## config.mk

```make
export PLATFORM = sky130hd
export DESIGN_NAME = mpbi_pin_bus
export DESIGN_NICKNAME = d
export VERILOG_FILES = /design/src/mpbi_pkg.sv /design/src/mpbi_quasi_port.sv /design/src/mpbi_pin_bus.sv
export SDC_FILE = /design/constraint.sdc
export NUM_CORES = 1
export LEC_CHECK = 0
export ABC_AREA = 1
export BUFFER_PORTS_ARGS = -buffer_cell sky130_fd_sc_hd__buf_2
export CAP_MARGIN = 10
export CORE_UTILIZATION = 40
export CTS_CLUSTER_DIAMETER = 200
export DETAILED_ROUTE_END_ITERATION = 8
export GPL_TIMING_DRIVEN = 0
export PLACE_DENSITY = 0.67
export SETUP_SLACK_MARGIN = 0.4
export SLEW_MARGIN = 20
export SYNTH_ARGS = -nofsm -noshare
export SYNTH_HDL_FRONTEND = slang
export SYNTH_HIERARCHICAL = 1
export SYNTH_SLANG_ARGS = --single-unit
```

## constraint.sdc

```tcl
create_clock -name core_clk -period 2.2 [get_ports core_clk]
set_input_delay 0 -clock core_clk [delete_from_list [all_inputs] [get_ports core_clk]]
set_output_delay 0 -clock core_clk [all_outputs]
set_load 0.01 [all_outputs]
```

## src/mpbi_pkg.sv

```systemverilog
// shared types and constants for the pin bus interface
package mpbi_pkg;
	typedef enum logic [5:0] {
		PH_S1   = 6'h01,
		PH_S2   = 6'h02,
		PH_S3   = 6'h04,
		PH_S4   = 6'h08,
		PH_S5   = 6'h10,
		PH_WAIT = 6'h20
	} mpbi_phase_t;

	typedef enum logic [2:0] {
		K_NONE  = 3'h0,
		K_FETCH = 3'h1,
		K_DRD   = 3'h2,
		K_DWR   = 3'h3,
		K_BRD   = 3'h4,
		K_BWR   = 3'h5,
		K_EXP   = 3'h6
	} mpbi_kind_t;

	localparam logic [11:0] INT_VECTOR  = 12'h003;
	localparam logic [1:0]  EXP_READ_OP = 2'h0;
	localparam logic [1:0]  READ_LAG    = 2'h2;
	localparam int          INT_ROM_BYTES = 1024;

	typedef struct packed {
		mpbi_phase_t phase;
		mpbi_kind_t  kind;
		logic [11:0] addr;
		logic [7:0]  wdata;
		logic        extFetch;
		logic        last;
		logic        ale;
		logic        fetchN;
		logic        rdN;
		logic        wrN;
		logic        expander_strobe;
		logic [7:0]  busOut;
		logic        busOe;
		logic [7:0]  busLatch;
		logic        staticMode;
		logic        ovrOn;
		logic [7:0]  ovrOut;
		logic        ovrOe;
		logic [1:0]  readLag;
		logic        readExp;
		logic [7:0]  rdata;
		logic        rdValid;
		logic        start;
		logic        intEn;
		logic        intBusy;
		logic        intTake;
		logic [11:0] intVec;
		logic        intActS1;
		logic        intActS2;
		logic        ssActS1;
		logic        ssActS2;
		logic        eaS1;
		logic        eaS2;
		logic        t0S1;
		logic        t0S2;
		logic        t1S1;
		logic        t1S2;
		logic        t1Prev;
		logic [7:0]  busS1;
		logic [7:0]  busS2;
		logic        cntRun;
		logic [7:0]  cnt;
		logic        ovf;
		logic        clkOutEn;
		logic        t0Out;
		logic        waitSt;
	} mpbi_state_t;

	localparam mpbi_state_t MPBI_RST = '{phase: PH_S5, kind: K_NONE, fetchN: 1'b1,
		rdN: 1'b1, wrN: 1'b1, expander_strobe: 1'b1, default: '0};
endpackage : mpbi_pkg

```

## src/mpbi_quasi_port.sv

```systemverilog
// quasi-bidirectional port with per-line override
`timescale 1ns/10ps
module mpbi_quasi_port #(
	parameter int W = 8
) (
	input  wire logic         core_clk,
	input  wire logic         rst_b,
	input  wire logic         ce,
	input  wire logic         wrEn,
	input  wire logic [W-1:0] wrData,
	input  wire logic [W-1:0] ovrMask,
	input  wire logic [W-1:0] ovrOut,
	input  wire logic         ovrOe,
	input  wire logic [W-1:0] pinIn,
	output logic      [W-1:0] pinOut,
	output logic      [W-1:0] pinOe,
	output logic      [W-1:0] rdData
);
	typedef struct packed {
		logic [W-1:0] latch;
		logic [W-1:0] pinOut;
		logic [W-1:0] pinOe;
		logic [W-1:0] s1;
		logic [W-1:0] s2;
	} mpbi_qport_t;

	mpbi_qport_t r;
	mpbi_qport_t n;
	logic [W-1:0] latchN;
	logic [W-1:0] outN;
	logic [W-1:0] oeN;

	for (genvar i = 0; i < W; i++) begin : g_bit
		logic boost;
		assign latchN[i] = wrEn ? wrData[i] : r.latch[i];
		// short strong pull-up on a 0 to 1 write, else weak pull-up only
		assign boost     = wrEn & wrData[i] & ~r.latch[i];
		assign oeN[i]    = ovrMask[i] ? ovrOe : (~latchN[i] | boost);
		assign outN[i]   = ovrMask[i] ? ovrOut[i] : latchN[i];
	end

	always_comb begin
		n        = r;
		n.latch  = latchN;
		n.pinOut = outN;
		n.pinOe  = oeN;
		n.s1     = pinIn;
		n.s2     = r.s1;
	end

	always_ff @(posedge core_clk or negedge rst_b) begin
		if (!rst_b) begin
			r <= '{latch: '1, pinOut: '1, default: '0};
		end else if (ce) begin
			r <= n;
		end
	end

	assign pinOut = r.pinOut;
	assign pinOe  = r.pinOe;
	assign rdData = r.s2;
endmodule : mpbi_quasi_port

```

## src/mpbi_pin_bus.sv

```systemverilog
// pin-level bus, port, test and interrupt sequencer of the microcomputer
`timescale 1ns/10ps
module mpbi_pin_bus #(
	parameter int ROM_BYTES = mpbi_pkg::INT_ROM_BYTES
) (
	input  wire logic        core_clk,
	input  wire logic        rst_b,
	input  wire logic        ce,
	input  wire logic [2:0]  cycleKind,
	input  wire logic [11:0] cycleAddr,
	input  wire logic [7:0]  cycleWdata,
	input  wire logic        instrLast,
	output logic             cycleStart,
	output logic      [7:0]  cycleRdata,
	output logic             cycleRdValid,
	input  wire logic        port1Wr,
	input  wire logic [7:0]  port1Wdata,
	output logic      [7:0]  port1Rdata,
	input  wire logic        port2Wr,
	input  wire logic [7:0]  port2Wdata,
	output logic      [7:0]  port2Rdata,
	input  wire logic [7:0]  port1In,
	output logic      [7:0]  port1Out,
	output logic      [7:0]  port1Oe,
	input  wire logic [7:0]  port2In,
	output logic      [7:0]  port2Out,
	output logic      [7:0]  port2Oe,
	input  wire logic [7:0]  busIn,
	output logic      [7:0]  busOut,
	output logic             busOe,
	output logic             addrLatchStrobe,
	output logic             programFetchStrobeN,
	output logic             readStrobeN,
	output logic             writeStrobeN,
	output logic             expanderStrobe,
	input  wire logic        externalFetchSelect,
	input  wire logic        testPinZeroIn,
	output logic             testPinZeroOut,
	output logic             testPinZeroOe,
	input  wire logic        testPinOneIn,
	input  wire logic        clockOutEnableInstr,
	input  wire logic        startEventCountInstr,
	input  wire logic        stopCountInstr,
	input  wire logic        overflowClr,
	output logic             testZeroLevel,
	output logic             testOneLevel,
	output logic      [7:0]  eventCount,
	output logic             countOverflow,
	input  wire logic        intReqN,
	input  wire logic        intEnableSet,
	input  wire logic        intEnableClr,
	input  wire logic        intReturn,
	output logic             intTake,
	output logic      [11:0] intVector,
	output logic             intLevelActive,
	input  wire logic        singleStepN,
	output logic             waitState
);
	mpbi_pkg::mpbi_state_t r;
	mpbi_pkg::mpbi_state_t n;
	logic [7:0] p2Rd;

	always_comb begin
		logic inc;
		logic isExtF;
		logic isData;
		logic isW;
		logic isR;
		logic isExp;
		logic expRd;
		logic addrPh;
		logic strPh;
		logic datPh;
		inc    = 1'b0;
		isExtF = 1'b0;
		isData = 1'b0;
		isW    = 1'b0;
		isR    = 1'b0;
		isExp  = 1'b0;
		expRd  = 1'b0;
		addrPh = 1'b0;
		strPh  = 1'b0;
		datPh  = 1'b0;
		n         = r;
		n.start   = 1'b0;
		n.rdValid = 1'b0;
		n.intTake = 1'b0;
		n.intActS1 = ~intReqN;
		n.intActS2 = r.intActS1;
		n.ssActS1  = ~singleStepN;
		n.ssActS2  = r.ssActS1;
		n.eaS1     = externalFetchSelect;
		n.eaS2     = r.eaS1;
		n.t0S1     = testPinZeroIn;
		n.t0S2     = r.t0S1;
		n.t1S1     = testPinOneIn;
		n.t1S2     = r.t1S1;
		n.busS1    = busIn;
		n.busS2    = r.busS1;
		n.t1Prev   = r.t1S2;
		// event counter on falling edges of test one
		if (startEventCountInstr) begin
			n.cntRun = 1'b1;
		end
		if (stopCountInstr) begin
			n.cntRun = 1'b0;
		end
		inc = r.cntRun & r.t1Prev & ~r.t1S2;
		if (inc) begin
			n.cnt = r.cnt + 8'h01;
		end
		if (overflowClr) begin
			n.ovf = 1'b0;
		end
		if (inc && r.cnt == 8'hFF) begin
			n.ovf = 1'b1;
		end
		// clock output on test zero
		if (clockOutEnableInstr) begin
			n.clkOutEn = 1'b1;
		end
		n.t0Out = n.clkOutEn ? ~r.t0Out : 1'b0;
		if (intEnableSet) begin
			n.intEn = 1'b1;
		end
		if (intEnableClr) begin
			n.intEn = 1'b0;
		end
		if (intReturn) begin
			n.intBusy = 1'b0;
		end
		// read data returns once the synchronised pins show the strobe window
		if (r.readLag != 2'h0) begin
			n.readLag = r.readLag - 2'h1;
			if (r.readLag == 2'h1) begin
				n.rdValid = 1'b1;
				n.rdata   = r.readExp ? {4'h0, p2Rd[3:0]} : r.busS2;
			end
		end
		case (r.phase)
			mpbi_pkg::PH_S1: begin
				n.phase = mpbi_pkg::PH_S2;
				if (r.intActS2 && r.intEn && !r.intBusy) begin
					n.intTake = 1'b1;
					n.intBusy = 1'b1;
					n.intVec  = mpbi_pkg::INT_VECTOR;
				end
			end
			mpbi_pkg::PH_S2: n.phase = mpbi_pkg::PH_S3;
			mpbi_pkg::PH_S3: n.phase = mpbi_pkg::PH_S4;
			mpbi_pkg::PH_S4: n.phase = mpbi_pkg::PH_S5;
			mpbi_pkg::PH_S5: begin
				if ((r.kind == mpbi_pkg::K_FETCH && r.extFetch) || r.kind == mpbi_pkg::K_DRD ||
					r.kind == mpbi_pkg::K_BRD ||
					(r.kind == mpbi_pkg::K_EXP && r.wdata[7:6] == mpbi_pkg::EXP_READ_OP)) begin
					n.readLag = mpbi_pkg::READ_LAG;
					n.readExp = (r.kind == mpbi_pkg::K_EXP);
				end
				// instruction boundary given by the core's last-cycle flag
				n.phase = (r.last && r.ssActS2) ? mpbi_pkg::PH_WAIT : mpbi_pkg::PH_S1;
			end
			mpbi_pkg::PH_WAIT: n.phase = r.ssActS2 ? mpbi_pkg::PH_WAIT : mpbi_pkg::PH_S1;
			default: n.phase = mpbi_pkg::PH_S1;
		endcase
		n.waitSt = (n.phase == mpbi_pkg::PH_WAIT);
		if (n.phase == mpbi_pkg::PH_S1 && r.phase != mpbi_pkg::PH_S1) begin
			n.kind     = mpbi_pkg::mpbi_kind_t'(cycleKind);
			n.addr     = cycleAddr;
			n.wdata    = cycleWdata;
			n.last     = instrLast;
			n.extFetch = r.eaS2 || ({20'h0, cycleAddr} >= ROM_BYTES);
			n.start    = 1'b1;
			if (cycleKind == mpbi_pkg::K_BWR) begin
				n.busLatch   = cycleWdata;
				n.staticMode = 1'b1;
			end
			if (cycleKind == mpbi_pkg::K_BRD) begin
				n.staticMode = 1'b0;
			end
		end
		// pin outputs for the phase being entered
		isExtF = (n.kind == mpbi_pkg::K_FETCH) && n.extFetch;
		isData = (n.kind == mpbi_pkg::K_DRD) || (n.kind == mpbi_pkg::K_DWR);
		isW    = (n.kind == mpbi_pkg::K_DWR) || (n.kind == mpbi_pkg::K_BWR);
		isR    = (n.kind == mpbi_pkg::K_DRD) || (n.kind == mpbi_pkg::K_BRD);
		isExp  = (n.kind == mpbi_pkg::K_EXP) && !n.waitSt;
		expRd  = (n.wdata[7:6] == mpbi_pkg::EXP_READ_OP);
		addrPh = (n.phase == mpbi_pkg::PH_S1) || (n.phase == mpbi_pkg::PH_S2);
		strPh  = (n.phase == mpbi_pkg::PH_S4) || (n.phase == mpbi_pkg::PH_S5);
		datPh  = strPh || (n.phase == mpbi_pkg::PH_S3);
		n.ale    = (n.phase == mpbi_pkg::PH_S1);
		n.fetchN = ~(isExtF && strPh);
		n.rdN    = ~(isR && strPh);
		n.wrN    = ~(isW && strPh);
		n.expander_strobe   = ~(isExp && datPh);
		if ((isExtF || isData) && addrPh) begin
			n.busOe  = 1'b1;
			n.busOut = n.addr[7:0];
		end else if (isW && datPh) begin
			n.busOe  = 1'b1;
			n.busOut = n.wdata;
		end else if ((isExtF || isR) && datPh) begin
			n.busOe  = 1'b0;
			n.busOut = 8'h00;
		end else begin
			n.busOe  = n.staticMode;
			n.busOut = n.staticMode ? n.busLatch : 8'h00;
		end
		n.ovrOn = (isExtF && !n.waitSt) || isExp;
		if (isExtF) begin
			n.ovrOut = {4'h0, n.addr[11:8]};
			n.ovrOe  = 1'b1;
		end else if (n.phase == mpbi_pkg::PH_S4 || n.phase == mpbi_pkg::PH_S5) begin
			n.ovrOut = {4'h0, n.wdata[3:0]};
			n.ovrOe  = ~expRd;
		end else begin
			n.ovrOut = {4'h0, n.wdata[7:4]};
			n.ovrOe  = 1'b1;
		end
	end

	always_ff @(posedge core_clk or negedge rst_b) begin
		if (!rst_b) begin
			r <= mpbi_pkg::MPBI_RST;
		end else if (ce) begin
			r <= n;
		end
	end

	mpbi_quasi_port #(
		.W(8)
	) u_port1 (
		.core_clk (core_clk),
		.rst_b    (rst_b),
		.ce       (ce),
		.wrEn     (port1Wr),
		.wrData   (port1Wdata),
		.ovrMask  (8'h00),
		.ovrOut   (8'h00),
		.ovrOe    (1'b0),
		.pinIn    (port1In),
		.pinOut   (port1Out),
		.pinOe    (port1Oe),
		.rdData   (port1Rdata)
	);

	mpbi_quasi_port #(
		.W(8)
	) u_port2 (
		.core_clk (core_clk),
		.rst_b    (rst_b),
		.ce       (ce),
		.wrEn     (port2Wr),
		.wrData   (port2Wdata),
		.ovrMask  ({4'h0, {4{r.ovrOn}}}),
		.ovrOut   (r.ovrOut),
		.ovrOe    (r.ovrOe),
		.pinIn    (port2In),
		.pinOut   (port2Out),
		.pinOe    (port2Oe),
		.rdData   (p2Rd)
	);

	assign port2Rdata          = p2Rd;
	assign cycleStart          = r.start;
	assign cycleRdata          = r.rdata;
	assign cycleRdValid        = r.rdValid;
	assign busOut              = r.busOut;
	assign busOe               = r.busOe;
	assign addrLatchStrobe     = r.ale;
	assign programFetchStrobeN = r.fetchN;
	assign readStrobeN         = r.rdN;
	assign writeStrobeN        = r.wrN;
	assign expanderStrobe      = r.expander_strobe;
	assign testPinZeroOut      = r.t0Out;
	assign testPinZeroOe       = r.clkOutEn;
	assign testZeroLevel       = r.t0S2;
	assign testOneLevel        = r.t1S2;
	assign eventCount          = r.cnt;
	assign countOverflow       = r.ovf;
	assign intTake             = r.intTake;
	assign intVector           = r.intVec;
	assign intLevelActive      = r.intActS2;
	assign waitState           = r.waitSt;
endmodule : mpbi_pin_bus

```

==> report_table.html <==
<table>
<tr><th>Metric</th><th>Value</th></tr>
<tr><th colspan="2">Detailed routing</th></tr>
<tr><td>Number of antenna-violating nets in the routed design</td><td>0</td></tr>
<tr><td>Final routed wire length divided by cell count</td><td>between 10 and 15 um</td></tr>
<tr><td>Number of DRC markers after the initial detailed-route iteration</td><td>approximately 580</td></tr>
<tr><td>Via total after detailed routing</td><td>between 9000 and 10000</td></tr>
<tr><td>Post-detailed-route via-to-cell ratio</td><td>4.79</td></tr>
<tr><td>First-pass iteration count of the detailed router</td><td>5</td></tr>
<tr><td>DRC violation count after routing</td><td>0</td></tr>
<tr><td>Total routed wirelength</td><td>28.8 mm</td></tr>
<tr><th colspan="2">Finish</th></tr>
<tr><td>Area delta synth-&gt;final</td><td>40.1%</td></tr>
<tr><td>Number of nets at the end of the flow</td><td>about 1700</td></tr>
<tr><td>Register with the highest flop count</td><td>r</td></tr>
<tr><td>Antenna diode count</td><td>0</td></tr>
<tr><td>Share of cells above drive strength 1</td><td>0.317</td></tr>
<tr><td>Flip-flop count of the largest register after layout</td><td>63</td></tr>
<tr><th colspan="2">GRT</th></tr>
<tr><td>Number of antenna violations at the first check in global routing</td><td>0</td></tr>
<tr><td>Total Routing Usage GR</td><td>0.223</td></tr>
<tr><td>Number of global-route vias before repair</td><td>8919</td></tr>
<tr><td>Maximum number of pins on one net before global-route repair</td><td>94</td></tr>
<tr><td>Global route total overflow</td><td>0</td></tr>
<tr><td>Wire length of the first global-routing pass</td><td>45.4 mm</td></tr>
<tr><th colspan="2">Power</th></tr>
<tr><td>IR Drop Worst-Case VDD</td><td>0.705 mV</td></tr>
<tr><td>Pwr/cell area</td><td>1060 nW/um^2</td></tr>
<tr><td>Static power due to leakage</td><td>7.11 nW</td></tr>
<tr><th colspan="2">CTS</th></tr>
<tr><td>Max H-tree Level</td><td>4</td></tr>
<tr><td>Clock Sinks</td><td>197</td></tr>
<tr><td>Inserted Clock Buffers</td><td>17</td></tr>
<tr><td>Bufs on Longest Clock Path</td><td>2</td></tr>
<tr><td>TritonCTS clock tree</td><td>yes</td></tr>
<tr><td>Skew-Pair Late Insertion Delay</td><td>0.43 ns</td></tr>
<tr><td>Buffer type at the clock tree root</td><td>clkbuf_16</td></tr>
<tr><td>Clock transition at the registers of the reported paths</td><td>~0.070 ns</td></tr>
<tr><th colspan="2">Worst setup path</th></tr>
<tr><td>Critical Path, Cell by Cell</td><td>inv_4 -&gt; nand2_4 -&gt; nor2_4 -&gt; o21ai_4 -&gt; nand3_4 -&gt; nand2_8 -&gt; buf_8 -&gt; nand2_2 -&gt; nand2_4 -&gt; nand3_4 -&gt; nand2_8 -&gt; nand2_8 -&gt; nand3_2 -&gt; nand2_2 -&gt; nand2_2 -&gt; nand2_2</td></tr>
<tr><td>Critical Path Most Common Cell</td><td>nand2_2</td></tr>
<tr><td>RR Startpoint</td><td>r[130]</td></tr>
<tr><td>Critical path arrival</td><td>around 2.5 ns</td></tr>
<tr><td>Endpoint of the worst register-to-register path</td><td>busOut[2]</td></tr>
<tr><td>Crit path max fanout</td><td>6</td></tr>
<tr><td>Data required, critical path</td><td>approximately 2.5 ns</td></tr>
<tr><td>R2R cell count</td><td>16</td></tr>
<tr><td>Worst setup EP type</td><td>flip-flop</td></tr>
<tr><td>R2R setup slack</td><td>0.006 ns</td></tr>
<tr><td>Crit-path slowest cell</td><td>dfstp_2</td></tr>
<tr><td>Peak per-stage delay on the critical path</td><td>0.56 ns</td></tr>
<tr><td>Setup CP Type</td><td>reg -&gt; reg</td></tr>
<tr><td>Startpoint type of the worst setup path</td><td>flip-flop</td></tr>
<tr><th colspan="2">Timing</th></tr>
<tr><td>Total of endpoints with negative setup slack in the final report</td><td>0</td></tr>
<tr><td>Final worst path period share</td><td>0.997</td></tr>
<tr><td>Accumulated negative setup slack</td><td>0 ns</td></tr>
<tr><td>Final hold violations</td><td>0</td></tr>
<tr><td>Worst Setup Slack, final</td><td>around 0.0063 ns</td></tr>
<tr><td>Setup repair after global routing missed its margin</td><td>yes</td></tr>
<tr><td>Final Max Tran Viols</td><td>0</td></tr>
<tr><td>Slew of the pin with the lowest slew margin</td><td>0.794 ns</td></tr>
<tr><td>Minimum clock period after layout</td><td>2.19 ns</td></tr>
<tr><td>Upper clock frequency limit</td><td>0.456 GHz</td></tr>
<tr><td>Setup skew after layout</td><td>~0.011 ns</td></tr>
<tr><td>Max-Slew Margin vs Limit</td><td>0.467</td></tr>
<tr><th colspan="2">Synth</th></tr>
<tr><td>Most common cell in the netlist</td><td>nand2_1</td></tr>
<tr><td>Synth Instances</td><td>1252</td></tr>
<tr><td>Main synth FF type</td><td>dfrtp_1</td></tr>
<tr><td>Post-synthesis async set-or-reset flop share</td><td>1.00</td></tr>
<tr><td>Post-Synthesis Cell Area</td><td>9970 sq um</td></tr>
<tr><td>Distinct cell type count after synthesis</td><td>45</td></tr>
<tr><td>Synth top cells by count</td><td>449 x nand2_1, 160 x dfrtp_1, 102 x inv_1</td></tr>
<tr><td>Sequential fraction of the synthesis area</td><td>0.499</td></tr>
<tr><td>Synthesis Warnings</td><td>6</td></tr>
<tr><td>Post-synthesis register bit count</td><td>slightly below 200</td></tr>
<tr><td>Largest cells by area after synthesis</td><td>dfrtp_1 40%, nand2_1 17%, dfstp_2 9.8%, buf_4 6.3%, o21ai_0 4.7%</td></tr>
<tr><td>Mean post-synth cell area</td><td>7.96 sq um</td></tr>
<tr><td>Count of flip-flops with a built-in enable after synthesis</td><td>0</td></tr>
<tr><td>Portion of synthesized cell area occupied by the leading cell type</td><td>0.402</td></tr>
<tr><td>Post-synth top area cell</td><td>dfrtp_1</td></tr>
<tr><th colspan="2">Placed design</th></tr>
<tr><td>Number of buffer cells added on primary ports</td><td>168</td></tr>
<tr><td>Routability-driven placement congestion ratio</td><td>slightly below 0.9</td></tr>
<tr><td>Detailed-placement wirelength estimate</td><td>roughly 18 mm</td></tr>
<tr><td>Setup slack after placement</td><td>-0.0935 ns</td></tr>
<tr><th colspan="2">Hold path</th></tr>
<tr><td>Type of the most critical hold path</td><td>in -&gt; reg</td></tr>
<tr><td>Worst Min Path Start</td><td>cycleAddr[11]</td></tr>
<tr><td>WHS Path Cells</td><td>4</td></tr>
<tr><td>Worst hold endpoint</td><td>r[122]</td></tr>
<tr><th colspan="2">Floorplanning</th></tr>
<tr><td>Core Footprint</td><td>24400 sq um</td></tr>
<tr><td>Die width</td><td>between 150 and 200 um</td></tr>
<tr><td>Total die area</td><td>25600 sq um</td></tr>
<tr><td>Top Ports</td><td>181</td></tr>
<tr><td>Height of the chip</td><td>160 um</td></tr>
<tr><td>Standard-cell rows</td><td>57</td></tr>
<tr><td>Initial Util</td><td>0.409</td></tr>
<tr><th colspan="2">Job</th></tr>
<tr><td>Number of max-cap violations</td><td>0</td></tr>
<tr><th colspan="2">Run status</th></tr>
<tr><td>Result of the run</td><td>finished, final reports clean</td></tr>
</table>
## power by group
part / internal [mW] / switching, mW
clock network: 1.65 / 1.47
registers: 4.42 / 0.526
logic: 2.95 / 3.77
total: 9.03 / 5.76
## worst max-delay path, delay by kind of cell (launching register included)
family	cells	cell delay, ns
compound gates	1	0.07
simple gates	13	1.28
flops	1	0.56
buf+inv	2	0.18
## worst max-delay path by stage
stage	startpoint	end	slack (ns)
global placement	rst_b	r[83]	-2.30
floorplan	r[130]	busOut[0]	0.26
global route	r[128]	busOut[2]	-0.09
CTS	r[126]	busOut[1]	0.11
detailed placement	r[126]	r[126]	-0.09
finish	r[130]	busOut[2]	0.006
## area by class of cell
cell class	count	area, sq um
plain buffers	130	923
clock buffers	20	457
clock inverters	12	120
fillers	2165	10400
inverters	117	459
multi-input cells	871	4570
flip-flops and latches	197	4980
well taps	324	405
repair buffers	282	2060
## layer usage
layer / vias up / track usage / wire, um
li1: 4542 / - / -
met1: 4402 / 0.295 / 12500
met2: 332 / 0.371 / 14000
met3: 78 / 0.0416 / 1490
met4: 0 / 0.0714 / 798
met5: - / 0 / 0
## placed cells by master, fill, tap and decap left out, types with 37 or more instances in the layout
cell type        n
buf_4          102
buf_2          182
o21ai_0         52
inv_1           98
dlygate4sd3_1   84
nand2_1        425
nor2_1          50
dfstp_2         37
conb_1          59
nand3_1         50
dfrtp_1        160
a21oi_1         54
## repair_timing
action,4_1_cts,5_1_grt
setup endpoints to repair,51,58
resized for setup,118,74
hold endpoints to repair,200,0
buffers inserted,19,6
gates cloned,7,1
pin swaps,28,23
hold buffers,84,0
## logic make-up (layout without fill, tap and decap cells)
| logic type | Yosys count | after routing | synth area share |
|---|---|---|---|
| simple gates | 607 | 611 | 0.253 |
| buf+inv | 247 | 561 | 0.133 |
| flops | 197 | 197 | 0.499 |
| compound gates | 184 | 185 | 0.0990 |
| mux | 9 | 9 | 0.00904 |
| xor+xnor | 6 | 6 | 0.00527 |
| fa+ha+maj | 1 | 1 | 0.00125 |
| other cells | 1 | 59 | 0.000376 |
## through the flow
step	area [sq um]	power, mW	cells	util	hold slack (ns)
after floorplan	10200	8.00	1310	-	-0.296
after global placement	11500	9.18	1802	0.470	0.202
after detailed placement	11500	9.28	1804	0.473	-0.0783
after CTS	13600	13.9	1946	0.560	0.0145
after global routing	14000	15.6	1953	0.573	0.0240
final	14000	14.8	1953	0.573	0.0102
No activity file was read; power rests on OpenSTA's default activity.
